===== src/verilog/tcr_cfg.svh =====
// Bit positions, reset values and timing counts of the tape command register upper half
`ifndef TCR_CFG_SVH
`define TCR_CFG_SVH
`define TCR_BIT_ERROR       15
`define TCR_BIT_DENS_HIGH   14
`define TCR_BIT_DENS_LOW    13
`define TCR_BIT_PWR_CLEAR   12
`define TCR_BIT_READY       7
`define TCR_BIT_INT_ENABLE  6
`define TCR_BIT_GO          0
`define TCR_DENS_RESET      2'h0
`define TCR_DENS_CORE_DUMP  2'h3
`define TCR_INIT_CYCLES     4'h1
`endif


===== src/verilog/tcr_pkg.sv =====
// Types shared by the tape command register modules
package tcr_pkg;
    typedef enum logic [1:0] {TCR_IDLE, TCR_BUSY} tcr_state_t;
    typedef struct packed {
        logic       coreDump;
        logic       sevenTrack;
        logic [1:0] density;
    } tcr_mode_t;
endpackage : tcr_pkg


===== src/verilog/tcr_mode_if.sv =====
// Packing mode carried from the register bank to the channel gating module
`timescale 1ns/1ps
interface tcr_mode_if;
    import tcr_pkg::*;
    tcr_mode_t mode;
    modport src (output mode);
    modport dst (input mode);
endinterface : tcr_mode_if


===== src/verilog/tcr_write_gate.sv =====
// Maps data buffer bits onto tape write lines with channel gating and core dump nibble split
`timescale 1ns/1ps
module tcr_write_gate
    import tcr_pkg::*;
(
    input  wire logic       sys_clk,
    input  wire logic       rst,
    tcr_mode_if.dst         modeIf,
    input  wire logic [7:0] dataByte,
    input  wire logic       secondChar,
    output logic      [7:0] writeLines_r
);
    logic [7:0] nibbleSrc;
    logic [7:0] writeLines_nxt;
    always_comb
    begin
        nibbleSrc = dataByte;
        if (modeIf.mode.coreDump)
        begin
            // Low nibble first, high nibble second [RQ17]
            nibbleSrc = secondChar ? {4'h0, dataByte[7:4]} : {4'h0, dataByte[3:0]};
        end
    end
    genvar ch;
    generate
        for (ch = 0; ch < 8; ch++)
        begin : g_chan
            // Channel ch is fed from bit 7-ch of nibbleSrc, which is the buffer itself outside core dump [RQ15]
            always_comb
            begin
                if ((ch < 2 && modeIf.mode.sevenTrack) || (ch >= 2 && ch < 4 && modeIf.mode.coreDump))
                    writeLines_nxt[ch] = 1'b0; // [RQ16]
                else
                    writeLines_nxt[ch] = nibbleSrc[7 - ch];
            end
        end
    endgenerate
    always_ff @(posedge sys_clk)
    begin
        if (rst)
            writeLines_r <= 8'h00;
        else
            writeLines_r <= writeLines_nxt;
    end
endmodule : tcr_write_gate


===== src/verilog/tcr_init_pulse.sv =====
// Builds the internal initialize as the OR of power clear write and bus initialize, high for as long as either is high
`timescale 1ns/1ps
`include "tcr_cfg.svh"
module tcr_init_pulse
(
    input  wire logic sys_clk,
    input  wire logic rst,
    input  wire logic busInit,
    input  wire logic powerClearWrite,
    output logic      initPulse
);
    // Power clear is a write strobe, so no stored bit can hold init on [RQ22]
    always_comb initPulse = busInit | powerClearWrite; // [RQ1] [RQ2]
endmodule : tcr_init_pulse


===== src/verilog/tape_command_register_upper.sv =====
// Upper half of the tape command register with initialize, error summary and density logic
// Behaviour
// RQ1: Writing one into power clear bit 12 starts controller initialize.
// RQ2: Bus initialize line also initializes the controller.
// RQ3: Bit 15 reads as OR of all latched status errors.
// RQ4: Grant late, missing memory, illegal command, bad tape set error immediately.
// RQ5: Length, cyclic, parity, end-of-file errors reach summary only after check char.
// RQ6: Tape end sets error only forward, not rewinding, after check char.
// RQ7: Error sets transfer done; done with unit ready sets controller ready.
// RQ8: Error raises interrupt request only while interrupt enable is set.
// RQ9: Bad unit selection counts as illegal command error.
// RQ10: Initialize or next go clears all errors and summary flag.
// RQ11: Density code 00/01/10 is 200/556/800 seven track, 11 nine track.
// RQ12: Density bits captured on high byte write, each driven to transport.
// RQ13: Core dump when both density bits set and seven track tape.
// RQ14: Core dump forces low density line to zero, giving 800 bpi.
// RQ15: Buffer bits 0 to 3 map onto tape channels 7 to 4.
// RQ16: Channels 1,0 off on seven track; 3,2 also off in core dump.
// RQ17: Core dump byte written as low nibble then high nibble on lines 7-4.
// RQ18: Power clear clears controller and transports, nothing else on bus.
// RQ19: Internal initialize drives a dedicated transport clear line.
// RQ20: Controller ready set on completion, initialize or error; cleared by go.
// RQ21: Interrupt occurs when ready becomes set while enable is one.
// RQ22: Power clear acts as write pulse, not a stored bit.
`timescale 1ns/1ps
`include "tcr_cfg.svh"
module tape_command_register_upper
    import tcr_pkg::*;
(
    input  wire logic        sys_clk,
    input  wire logic        rst,
    input  wire logic        busInit,
    input  wire logic        high_byte_write_strobe,
    input  wire logic        low_byte_write_strobe,
    input  wire logic [15:0] busDataIn,
    input  wire logic        grant_late_error,
    input  wire logic        missing_memory_error,
    input  wire logic        illegal_command_error,
    input  wire logic        unitSelectFault,
    input  wire logic        bad_tape_error,
    input  wire logic        record_length_error,
    input  wire logic        cyclic_check_error,
    input  wire logic        lateral_parity_error,
    input  wire logic        endOfFileError,
    input  wire logic        tape_end_marker,
    input  wire logic        check_char_detected,
    input  wire logic        reverse_spacing,
    input  wire logic        rewinding,
    input  wire logic        seven_track_tape,
    input  wire logic        tape_unit_ready,
    input  wire logic        operationDone,
    input  wire logic [7:0]  dataBuffer,
    input  wire logic        secondChar,
    input  wire logic        interruptAck,
    output logic [15:0]      readData_r,
    output logic             density_high_bit_r,
    output logic             density_low_bit_r,
    output logic             transport_clear_line_r,
    output logic             controller_ready_flag_r,
    output logic             transferDone_r,
    output logic             interrupt_request_flag_r,
    output logic             coreDump_r,
    output logic [7:0]       write_line_seven_down_r
);
    // ------------------------------------------------------------
    // Initialize
    // ------------------------------------------------------------
    logic initPulse;
    logic powerClearWrite;
    logic goWrite;
    assign powerClearWrite = high_byte_write_strobe & busDataIn[`TCR_BIT_PWR_CLEAR];
    assign goWrite         = low_byte_write_strobe & busDataIn[`TCR_BIT_GO];

    tcr_init_pulse u_init
    (
        .sys_clk         (sys_clk),
        .rst             (rst),
        .busInit         (busInit),
        .powerClearWrite (powerClearWrite),
        .initPulse       (initPulse)
    );

    // Only controller and transports see this; no bus-wide reset is driven [RQ18]
    always_ff @(posedge sys_clk)
    begin
        if (rst)
            transport_clear_line_r <= 1'b0;
        else
            transport_clear_line_r <= initPulse; // [RQ19]
    end

    // ------------------------------------------------------------
    // Error latches and summary
    // ------------------------------------------------------------
    logic [3:0] fastErr_r;
    logic [3:0] slowErr_r;
    logic       endErr_r;
    logic [3:0] fastErrIn;
    logic [3:0] slowErrIn;
    logic       errorFlag_r;
    logic       summarySet;
    logic       errClear;
    assign errClear  = initPulse | goWrite;
    // Unit selection faults fold into the illegal command latch [RQ9]
    assign fastErrIn = {grant_late_error, missing_memory_error,
                        illegal_command_error | unitSelectFault, bad_tape_error};
    assign slowErrIn = {record_length_error, cyclic_check_error, lateral_parity_error, endOfFileError};

    // Set wins over clear so a fault in the go cycle is kept
    always_ff @(posedge sys_clk)
    begin
        if (rst)
            fastErr_r <= 4'h0;
        else
            fastErr_r <= (errClear ? 4'h0 : fastErr_r) | fastErrIn; // [RQ10]
    end

    always_ff @(posedge sys_clk)
    begin
        if (rst)
            slowErr_r <= 4'h0;
        else
            slowErr_r <= (errClear ? 4'h0 : slowErr_r) | slowErrIn; // [RQ5] [RQ10]
    end

    logic endQual;
    assign endQual = tape_end_marker & ~reverse_spacing & ~rewinding & check_char_detected; // [RQ6]
    always_ff @(posedge sys_clk)
    begin
        if (rst)
            endErr_r <= 1'b0;
        else
            endErr_r <= (errClear ? 1'b0 : endErr_r) | endQual;
    end

    // Slow errors wait for the check character so the record can finish
    // Latched fast faults already set the flag in their own cycle; feeding them back would block the go clear
    assign summarySet = (|fastErrIn)                                                 // [RQ4]
                      | (check_char_detected & ((|slowErrIn) | (|slowErr_r)))        // [RQ5]
                      | endQual;                                                    // [RQ6]

    always_ff @(posedge sys_clk)
    begin
        if (rst)
            errorFlag_r <= 1'b0;
        else if (summarySet)
            errorFlag_r <= 1'b1; // [RQ3]
        else if (errClear)
            errorFlag_r <= 1'b0; // [RQ10]
    end

    // ------------------------------------------------------------
    // Done, ready and interrupt
    // ------------------------------------------------------------
    logic intEnable_r;
    always_ff @(posedge sys_clk)
    begin
        if (rst || initPulse)
            intEnable_r <= 1'b0;
        else if (low_byte_write_strobe)
            intEnable_r <= busDataIn[`TCR_BIT_INT_ENABLE];
    end

    always_ff @(posedge sys_clk)
    begin
        if (rst)
            transferDone_r <= 1'b0;
        else if (summarySet || operationDone)
            transferDone_r <= 1'b1; // [RQ7]
        else if (errClear)
            transferDone_r <= 1'b0;
    end

    logic readySet;
    // Done is cleared by the same go, so it must not set ready again in that cycle
    assign readySet = initPulse | (transferDone_r & tape_unit_ready & ~goWrite); // [RQ7] [RQ20]
    always_ff @(posedge sys_clk)
    begin
        if (rst)
            controller_ready_flag_r <= 1'b1;
        else if (readySet)
            controller_ready_flag_r <= 1'b1;
        else if (goWrite)
            controller_ready_flag_r <= 1'b0; // [RQ20]
    end

    logic readyRise;
    assign readyRise = readySet & ~controller_ready_flag_r;
    always_ff @(posedge sys_clk)
    begin
        if (rst || initPulse)
            interrupt_request_flag_r <= 1'b0;
        else if (intEnable_r && (readyRise || summarySet))
            interrupt_request_flag_r <= 1'b1; // [RQ8] [RQ21]
        else if (interruptAck)
            interrupt_request_flag_r <= 1'b0;
    end

    // ------------------------------------------------------------
    // Density and core dump
    // ------------------------------------------------------------
    logic [1:0] density_r;
    logic       coreDumpNow;
    always_ff @(posedge sys_clk)
    begin
        if (rst || initPulse)
            density_r <= `TCR_DENS_RESET;
        else if (high_byte_write_strobe)
            density_r <= {busDataIn[`TCR_BIT_DENS_HIGH], busDataIn[`TCR_BIT_DENS_LOW]}; // [RQ12]
    end

    assign coreDumpNow = (density_r == `TCR_DENS_CORE_DUMP) & seven_track_tape; // [RQ13]

    // Transport decodes the code; 11 on seven track becomes 10 here [RQ11]
    always_ff @(posedge sys_clk)
    begin
        if (rst)
        begin
            density_high_bit_r <= 1'b0;
            density_low_bit_r  <= 1'b0;
            coreDump_r         <= 1'b0;
        end
        else
        begin
            density_high_bit_r <= density_r[1];               // [RQ12]
            density_low_bit_r  <= density_r[0] & ~coreDumpNow; // [RQ14]
            coreDump_r         <= coreDumpNow;
        end
    end

    tcr_mode_if modeBus ();
    assign modeBus.mode = '{coreDump: coreDumpNow, sevenTrack: seven_track_tape, density: density_r};

    tcr_write_gate u_gate
    (
        .sys_clk      (sys_clk),
        .rst          (rst),
        .modeIf       (modeBus),
        .dataByte     (dataBuffer),
        .secondChar   (secondChar),
        .writeLines_r (write_line_seven_down_r)
    );

    // ------------------------------------------------------------
    // Read back
    // ------------------------------------------------------------
    logic [15:0] readData_nxt;
    always_comb
    begin
        readData_nxt = 16'h0000;
        readData_nxt[`TCR_BIT_ERROR]      = errorFlag_r; // [RQ3]
        readData_nxt[`TCR_BIT_DENS_HIGH]  = density_r[1];
        readData_nxt[`TCR_BIT_DENS_LOW]   = density_r[0];
        readData_nxt[`TCR_BIT_READY]      = controller_ready_flag_r;
        readData_nxt[`TCR_BIT_INT_ENABLE] = intEnable_r;
    end
    always_ff @(posedge sys_clk)
    begin
        if (rst)
            readData_r <= 16'h0000;
        else
            readData_r <= readData_nxt;
    end
endmodule : tape_command_register_upper


===== config.mk =====
export PLATFORM = sky130hd
export DESIGN_NAME = tape_command_register_upper
export DESIGN_NICKNAME = d
export VERILOG_FILES = /design/src/verilog/tcr_pkg.sv /design/src/verilog/tcr_mode_if.sv /design/src/verilog/tcr_write_gate.sv /design/src/verilog/tcr_init_pulse.sv /design/src/verilog/tape_command_register_upper.sv
export VERILOG_INCLUDE_DIRS = /design/src /design/src/verilog
export SDC_FILE = /design/constraint.sdc
export NUM_CORES = 1
export LEC_CHECK = 0
export BUFFER_PORTS_ARGS = -buffer_cell sky130_fd_sc_hd__buf_2
export CAP_MARGIN = 10
export CORE_MARGIN = 4
export CORE_UTILIZATION = 39
export DETAILED_ROUTE_END_ITERATION = 10
export PLACE_DENSITY = 0.78
export SLEW_MARGIN = 20
export SYNTH_ARGS = -nofsm -noshare
export SYNTH_HDL_FRONTEND = slang
export SYNTH_HIERARCHICAL = 1
export SYNTH_SLANG_ARGS = --single-unit

===== constraint.sdc =====
create_clock -name sys_clk -period 1.7 [get_ports sys_clk]
set_input_delay 0.425 -clock sys_clk [delete_from_list [all_inputs] [get_ports sys_clk]]
set_output_delay 0.425 -clock sys_clk [all_outputs]
set_load 0.01 [all_outputs]

; ---- Word-level counts from Yosys, hierarchy flattened
; Cells that the tools add are included.
[word_totals]
ff_bits = 39
input_bits = 47
out_inout_bits = 31
word_cells = 62
[op_classes]
eq_ne = 1
mux = 8
bitwise_logic = 24
n_reduce_logical = 13
[op_table]
columns = operator, n
row1 = 4-bit OR reduction, 3
row2 = 1-bit bitwise AND, 11
row3 = 4-bit 2-to-1 mux, 2
row4 = 8-bit 2-to-1 mux, 1
row5 = 1-bit bitwise OR, 7
row6 = 2-bit nonzero test, 3
row7 = 2-bit OR reduction, 3
row8 = 1-bit 2-to-1 mux, 5
row9 = 1-bit NOT, 5
row10 = 4-bit bitwise OR, 1
row11 = 1-bit logical OR, 3
row12 = 2-bit equality test (second input constant), 1
row13 = 1-bit logical AND, 1

; ---- Logic depth before layout (Yosys ltp)
; Gate-level depths: netlist of run 1.
[logic_depth]
word_depth = 8
ltp_mapped = 5
mapped_depth_nobuf = 5

; ---- Hierarchy
; Netlist of run 1, hierarchy kept.
[modules_own_cells]
columns = mod, instances, cells_per_inst, area_each_um2, seq_area_each_um2
row1 = tape_command_register_upper, 1, 80, 770.7, 380.4
row2 = tcr_write_gate, 1, 27, 289.0, 160.2
row3 = tcr_init_pulse, 1, 1, 6.3, 0.0

; ---- Worst setup path before layout of run 1
; No wires, ideal clock.
[synth_timing]
path_type = input -> register
start = in busDataIn[12]
end = reg transferDone_r
setup_time_ps = 71
t_arrival_ps = 1384
required_ps = 1629
path_slack_ps = 245
stages = 5
n_path_buf = 0
cell_sequence = and2_1 > or2_1 > a21oi_1 > a21oi_1 > a21oi_1
[synth_via]
elab_chain_cells = 4
[synth_lines]
columns = element, line_no
row1 = from (decl), tape_command_register_upper.sv:35  ; input wire logic [15:0] busDataIn,
row2 = 1-bit bitwise AND, tape_command_register_upper.sv:71  ; assign powerClearWrite = high_byte_write_strobe & busDataIn[`TCR_BIT_PWR_CLEAR];
row3 = 1-bit bitwise OR, tcr_init_pulse.sv:13  ; always_comb initPulse = busInit | powerClearWrite;
row4 = net initPulse, tape_command_register_upper.sv:68  ; logic initPulse;
row5 = 1-bit bitwise OR, tape_command_register_upper.sv:103  ; assign errClear = initPulse | goWrite;
row6 = 2-bit nonzero test (no line), -
row7 = to (signal assigned), tape_command_register_upper.sv:167  ; transferDone_r <= 1'b0;
row8 = to (signal assigned), tape_command_register_upper.sv:169  ; transferDone_r <= 1'b1;
row9 = to (signal assigned), tape_command_register_upper.sv:171  ; transferDone_r <= 1'b0;
row10 = to (decl), tape_command_register_upper.sv:60  ; output logic transferDone_r,
; The timed path passes the listed nets, and every way through them passes these cells.
; A chain may end at the register's enable or synchronous reset.

; ---- Final worst setup path of run 1
[layout_timing]
start = reg transferDone_r
end = out transferDone_r
; No word-level cell between the ends.

==> run summary, run 1 <==
The leakage power is 0.678 nW. The total I/O pin count is 78. For this design, the slowest cell found on the critical path is sky130_fd_sc_hd__dfxtp_1. For flop-to-flop paths, the worst setup slack is roughly 0.45 ns. For this run, the slowest stage of the critical path takes 0.41 ns. The cell sitting at the root of the clock tree is a sky130_fd_sc_hd__clkbuf_4.

In this run the worst path has a maximum fanout of 4. The min-delay analysis places its worst path in the category primary input to flop. The repair_antennas step left the layout with diodes totalling 0. The final worst hold slack is about 0.33 ns. The worst-case hold path end point is u_gate/writeLines_r[1].

The worst register-to-register path ends at transferDone_r. For this block, the initial DRC count from the detailed router was 20. The via count came out at 906. For the worst-skew pair, the clock arrives at the later sink with an insertion delay of 0.31 ns. For this configuration, the core starts out at a cell density of 0.419. Setup repair after global routing left no endpoint under its margin. Dividing total power by cell area gives a power density of 804 nW/um^2. In this run the core area contains 18 standard-cell rows. The data required time of the worst path is roughly 1.3 ns. The count of instances resized after the clock tree is built came out at 0.

The deepest level of the CTS H-tree is 1. The part of the Yosys area used for sequential elements is 0.507. The final number of setup-violating endpoints is 0. The number of port buffers came out at 55. The core region area came out at 2540 um^2.

Setup total negative slack on the finished layout was measured at 0 ns. The number of instances in the synthesized netlist is 108. The routability congestion estimate from global placement came out at 0.719. Broken down by cell family, the worst path's largest delay share belongs to flip-flops. The total wire length after detailed routing is roughly 2300 um.

The launch point of the worst reg-to-reg path is slowErr_r[2]. From bottom edge to top edge, the die measures 60.3 um. The worst clock skew on the final layout came out at 0.00123 ns. The worst hold path was traced through 2 stages. Across the run, the number of max-cap violations was 0.

In the routed layout, each cell is associated on average with a via count of 4.67. The number of antenna violations at the first check in global routing was 0. The net count of the finished layout is 212. The run finished with clean final reports. The horizontal die dimension is 60.3 um. The clock period minus worst slack came out at 1.30 ns. The clock passes through at most 2 buffers.

The post-synthesis sequential element count is 27. Counting both buffers and inverters, the worst setup path holds a total of 1. The worst setup path is launched from a flop. After global routing the overflow that remains totals 0. The kind of end point of the critical path is an output port.

The number of pins exceeding their max-slew limit in the final report was 0. The number of DRC violations after detailed routing came out at 0. Clock tree synthesis found a total of 27 sinks. The clock-pin slew of the registers on the worst-case setup and hold paths came out at roughly 0.13 ns. The maximum number of pins on one net before global-route repair came out at 26.

The worst-case reg-to-reg path depth came out at 4. The critical path is of the flop to output port type. The worst hold path begins at dataBuffer[6]. The number of setup buffers added after CTS came out at 0. The first detailed-routing pass ran for 4 iterations. The die covers approximately 3600 um^2. The number of global-route vias before repair came to 879.

The number of warnings printed during yosys synthesis is 6. The routed length per placed instance is 11.8 um. The hold-fix buffer count after cts is 0. In this run the cell area of the synthesized design comes to 1070 um^2.

The synthesis-to-finish area growth is 26.4%. The post-synthesis cell type count is 25. The post-route fraction of the period consumed by the critical path is 0.763. The wire length of the first global-routing pass came out at 3640 um. The total track usage is 0.129.

For this run, the top clock speed supported by timing is around 770 MHz. TritonCTS built the clock tree. The average size of a mapped cell came out at 9.87 um^2. The count of endpoints failing hold in the final timing report was 0. Traced cell by cell, the critical path runs through buf_2. Data on the critical path arrives at its endpoint at 0.87 ns.

The proportion of layout cells with a drive suffix above 1 is 0.396. The number of nets with antenna violations after detailed routing is 0. The number of buffers created by CTS is 3. The HPWL after detailed placement is about 1800 um. The worst vdd rail ir drop came out at 0.429 mV.
## synthesized netlist by cell type
cell type / n / area, um^2
sky130_fd_sc_hd__dfxtp_1: 27 / 541
sky130_fd_sc_hd__a21oi_1: 15 / 75.1
sky130_fd_sc_hd__buf_4: 12 / 90.1
sky130_fd_sc_hd__nor2b_1: 8 / 50.1
sky130_fd_sc_hd__nor2_1: 7 / 26.3
sky130_fd_sc_hd__nor3_1: 5 / 25.0
sky130_fd_sc_hd__a21bo_1: 4 / 40.0
sky130_fd_sc_hd__nand3_1: 4 / 20.0
sky130_fd_sc_hd__and2_1: 3 / 18.8
sky130_fd_sc_hd__mux2i_1: 3 / 30.0
sky130_fd_sc_hd__nand2_1: 3 / 11.3
sky130_fd_sc_hd__inv_1: 2 / 7.51
sky130_fd_sc_hd__nor3b_1: 2 / 15.0
sky130_fd_sc_hd__nor4_2: 2 / 25.0
sky130_fd_sc_hd__a2111oi_2: 1 / 15.0
sky130_fd_sc_hd__a21oi_2: 1 / 8.76
sky130_fd_sc_hd__a31o_1: 1 / 8.76
sky130_fd_sc_hd__and3_1: 1 / 6.26
sky130_fd_sc_hd__buf_2: 1 / 5.00
sky130_fd_sc_hd__buf_6: 1 / 11.3
sky130_fd_sc_hd__clkbuf_1: 1 / 3.75
sky130_fd_sc_hd__conb_1: 1 / 3.75
sky130_fd_sc_hd__o311ai_2: 1 / 16.3
sky130_fd_sc_hd__or2_1: 1 / 6.26
sky130_fd_sc_hd__or3_1: 1 / 6.26
## layout make-up
| class | instances | area [um^2] |
|---|---|---|
| Timing Repair Buffer | 57 | 290 |
| Sequential cell | 27 | 541 |
| Clock buffer | 4 | 26.3 |
| Multi-Input combinational cell | 74 | 445 |
| Fill cell | 256 | 1200 |
| Inverter | 2 | 7.51 |
| Tap cell | 30 | 37.5 |
## through the flow
| step | std cells | power (W) | cell area, um^2 | util | worst slack (ns) |
|---|---|---|---|---|---|
| global route | 194 | 0.00114 | 1350 | 0.529 | 0.332 |
| finish | 194 | 0.00108 | 1350 | 0.529 | 0.403 |
| global placement | 190 | 0.000829 | 1320 | 0.519 | 0.138 |
| CTS | 194 | 0.00110 | 1350 | 0.529 | 0.396 |
| floorplan | 118 | 0.000772 | 1100 | - | 0.245 |
| detailed placement | 190 | 0.000835 | 1320 | 0.519 | 0.114 |
## state kept, by name, summed over array words and instances (netlist names)
register	cells
density_low_bit_r	1
u_gate/writeLines_r	8
transport_clear_line_r	1
readData_r	5
errorFlag_r	1
controller_ready_flag_r	1
intEnable_r	1
interrupt_request_flag_r	1
slowErr_r	4
transferDone_r	1
coreDump_r	1
density_r	2
## placed cells by master (no fill, tap or decap), types with 3 or more instances in the layout
cell type                  instances
sky130_fd_sc_hd__nand2_1           3
sky130_fd_sc_hd__and2_1            3
sky130_fd_sc_hd__conb_1           11
sky130_fd_sc_hd__mux2i_1           3
sky130_fd_sc_hd__a21bo_1           4
sky130_fd_sc_hd__nor2_1            7
sky130_fd_sc_hd__clkbuf_4          3
sky130_fd_sc_hd__nor2b_1           8
sky130_fd_sc_hd__nand3_1           4
sky130_fd_sc_hd__nor3_1            5
sky130_fd_sc_hd__dfxtp_1          27
sky130_fd_sc_hd__a21oi_1          15
sky130_fd_sc_hd__buf_2            55
## worst max-delay path by stage
stage / start / to / slack [ns] / cells past startpoint
floorplan: busDataIn[12] / transferDone_r / 0.25 / 5
global placement: high_byte_write_strobe / interrupt_request_flag_r / 0.14 / 6
detailed placement: high_byte_write_strobe / transferDone_r / 0.11 / 7
CTS: transferDone_r / transferDone_r / 0.40 / 1
global route: transferDone_r / transferDone_r / 0.33 / 1
finish: transferDone_r / transferDone_r / 0.40 / 1
## routing by layer
| metal | vias to the layer above | track usage | part of all wire |
|---|---|---|---|
| li1 | 456 | - | - |
| met1 | 401 | 0.154 | 0.40 |
| met2 | 47 | 0.219 | 0.46 |
| met3 | 2 | 0.0302 | 0.13 |
| met4 | 0 | 0.0570 | 0.0039 |
| met5 | - | 0 | 0 |
## cell families after synthesis
family                 share of synthesized area
AO/OA/AOI/OAI                              0.154
buffers and inverters                      0.110
flip-flops                                 0.507
multiplexers                              0.0282
other                                    0.00352
AND/OR/NAND/NOR                            0.197
## report_power, final
group / total, W / switching [W] / internal (W)
sequential: 0.000671 / 0.0000116 / 0.000660
clock: 0.000264 / 0.000172 / 0.0000915
combinational: 0.000149 / 0.0000785 / 0.0000706
total: 0.00108 / 0.000262 / 0.000822
No activity file was read; power rests on OpenSTA's default activity.
==> run 2, diff against run 1 <==
- clock period: 1.7 -> 1.35 ns (I/O delays scaled with it)
==> run 2 against run 1 <==
Design area increased by 2.0%. Critical path depth rose by 3. Hold slack worse by 0.093 ns. Setup slack lost 0.29 ns.
==> run summary, run 2 (synthesis results as in run 1) <==
The number of antenna violations at the first check in global routing came to 0 (unchanged). The final number of setup-violating endpoints was 0 (unchanged). The wire length of the first global-routing pass came out at 3460 um (-4.8%).

The data required time of the worst path came out at 1.56 ns (+0.29 ns). The cell-internal power came out at 0.00103 W (+26%). The clock root buffer is sky130_fd_sc_hd__clkbuf_4. The placement-stage cell area came out at 1350 um^2 (+2.0%).

The via count is 933 (+3.0%). The leakage power is 0.695 nW (+2.6%). The proportion of layout cells with a drive suffix above 1 was 0.419 (+0.0228). The diode insertion count for antenna repair was 0 (unchanged).

The final worst hold slack is 0.239 ns (-0.0932 ns). The total I/O pin count is 78 (unchanged). The family with the most delay on the worst path is compound AO/OA/AOI/OAI gates. The clock group share of total power is 0.244 (about the same). The number of placement rows came out at 18 (unchanged). The post-route standard cell area excluding fillers is 1380 um^2 (+2.0%). The clock period minus worst slack is approximately 1.2 ns. The number of port buffers is 55 (unchanged). Dividing the final minimum period by the clock period gives 0.914.

The clock latency reported for the late side of the worst-skew pair is 0.32 ns (about the same). The worst path buffer plus inverter count is 0 (-1). The number of pins exceeding their max-slew limit in the final report came out at 0 (unchanged). u_gate/writeLines_r holds more flip-flops than any other register. In this run the worst hold path is classified as primary input to flop. The critical path goes through nor4_2, o311ai_2, a21oi_2, a2111oi_2.

The vias per cell came out at 4.74 (+1.4%). The number of global-route vias before repair came out at 853 (-3.0%). The count of endpoints failing hold in the final timing report is 0 (unchanged). The worst-case hold path end point is u_gate/writeLines_r[0]. The net count of the finished layout came out at 215 (+1.4%). The overall die height came out at 60.3 um (unchanged). The routed length per placed instance is 11.3 um (-4.2%).

The worst register-to-register path ends at interrupt_request_flag_r. The deepest level of the CTS H-tree is 1 (unchanged). The worst setup path is captured at a flop.

The run finished with clean final reports. The global-route congestion overflow total is 0 (unchanged). The first-pass detailed-route iteration total came out at 4 (unchanged). The depth of the worst hold-timing path is 2 (unchanged). The switching power is 0.000338 W (+29%).

The total track usage came to 0.126 (-0.00321). The core region area came out at 2540 um^2 (unchanged). The number of sinks handled by clock tree synthesis came out at 27 (unchanged). The critical path's slowest cell is sky130_fd_sc_hd__dfxtp_1. The maximum number of pins on one net before global-route repair came out at 21 (-19%). The arrival time at the worst endpoint came out at 1.44 ns (+0.57 ns).

The clock-pin slew of the registers on the worst-case setup and hold paths came to 0.14 ns (about the same). The CTS tree is done. The horizontal die dimension is 60.3 um (unchanged). The die outline area came out at 3630 um^2 (unchanged). The maximum net fanout on the critical path is 3 (-1). The count of instances resized after the clock tree is built came out at 0 (unchanged). The sequential fraction of design power came to 0.616 (-0.003).

The worst register-to-register path begins at slowErr_r[2]. In the layout the commonest cells are sky130_fd_sc_hd__buf_2 (55), sky130_fd_sc_hd__dfxtp_1 (27), sky130_fd_sc_hd__a21oi_1 (14). The worst clock skew on the final layout was 0.00105 ns (-0.000179 ns). The number of DRC violations after detailed routing came out at 0 (unchanged).

The number of buffers created by CTS is 3 (unchanged). The max-capacitance violation count was 0 (unchanged). The worst setup path is of the flop to flop kind. The logic gate share of total power is 0.140 (+0.002). The fmax is 810 MHz. The number of non-filler instances in the completed layout came out at 197 (+1.5%). The startpoint identified for the worst hold timing path is dataBuffer[7]. Setup repair after global routing left no endpoint under its margin. The switching power as a share of total power came out at 0.246 (+0.00441). The worst-case reg-to-reg path depth came out at 4 (unchanged). The synthesis-to-finish area growth is 29.0%. The power density over cell area is 998 nW/um^2 (+24%). The worst-case clock buffer depth is 2 (unchanged).

The worst setup slack for register-to-register paths is 0.12 ns (-0.33 ns). The flip-flop count of the largest register, all copies and words added is 8 (unchanged). The largest registers in the layout are u_gate/writeLines_r x8, readData_r x5, slowErr_r x4. The cell count after placement is 193 (+1.6%). The number of fillers in the final layout is 247 (-3.5%). The worst setup path is launched from a flop. The total wire length after detailed routing came out at 2220 um (-2.8%). The number of nets with antenna violations after detailed routing was 0 (unchanged).

The detailed placement HPWL came out at 1830 um (-0.24%). The library cell used most frequently in the layout, excluding fill and tap cells, is sky130_fd_sc_hd__buf_2. The worst vdd rail ir drop is 0.729 mV (+70%).

The routability congestion estimate from global placement came out at 0.719 (about the same). The DRC violation total after the first TritonRoute iteration is 16 (-20%). The effective utilization at floorplan came out at 0.419 (unchanged). The largest stage delay on the critical path was 0.34 ns (-0.07 ns).
run 2: repair_timing:
item	CTS	global route
setup buffers	0	0
setup endpoints to repair	0	2
hold buffers	0	0
run 2: area by class of cell:
type,instances,area [um^2],share of cell area
timing repair buffer,60,313,0.227
clock inverter,1,5.00,0.00364
inverter,2,7.51,0.00546
clock buffer,3,22.5,0.0164
tap,30,37.5,0.0273
sequential,27,541,0.393
multi-input combinational,74,449,0.327
run 2: worst max-delay path by stage:
stage | start | slack [ns] | cells after the start | endpoint
6_report | slowErr_r[2] | 0.12 | 4 | interrupt_request_flag_r
3_5_place_dp | busDataIn[12] | -0.13 | 6 | interrupt_request_flag_r
2_1_floorplan | busDataIn[12] | 0.02 | 5 | interrupt_request_flag_r
3_3_place_gp | busDataIn[12] | -0.10 | 6 | interrupt_request_flag_r
4_1_cts | slowErr_r[2] | 0.08 | 4 | transferDone_r
5_1_grt | slowErr_r[2] | 0.01 | 4 | transferDone_r
run 2: stage by stage:
stage                util  power [W]  setup TNS [ns]  setup WS (ns)
CTS                 0.540    0.00139               0         0.0797
global route        0.540    0.00145               0         0.0101
detailed placement  0.529    0.00106          -0.520         -0.129
global placement    0.529    0.00105          -0.354         -0.101
floorplan               -   0.000973               0         0.0161
finish              0.540    0.00137               0          0.116
run 2: power by group through the flow:
stage | clock network [W] | logic, W | registers (W)
global placement | 0 | 0.000188 | 0.000861
floorplan | 0 | 0.000100 | 0.000873
global route | 0.000385 | 0.000214 | 0.000849
finish | 0.000335 | 0.000192 | 0.000845
CTS | 0.000349 | 0.000194 | 0.000845
detailed placement | 0 | 0.000193 | 0.000863
run 2: layer usage:
metal / routed length, um / vias to the layer above / global-route usage
met5: 0 / - / 0
met4: 9 / 0 / 0.0285
met3: 308 / 2 / 0.0518
met2: 1040 / 51 / 0.228
met1: 865 / 413 / 0.135
li1: - / 467 / -
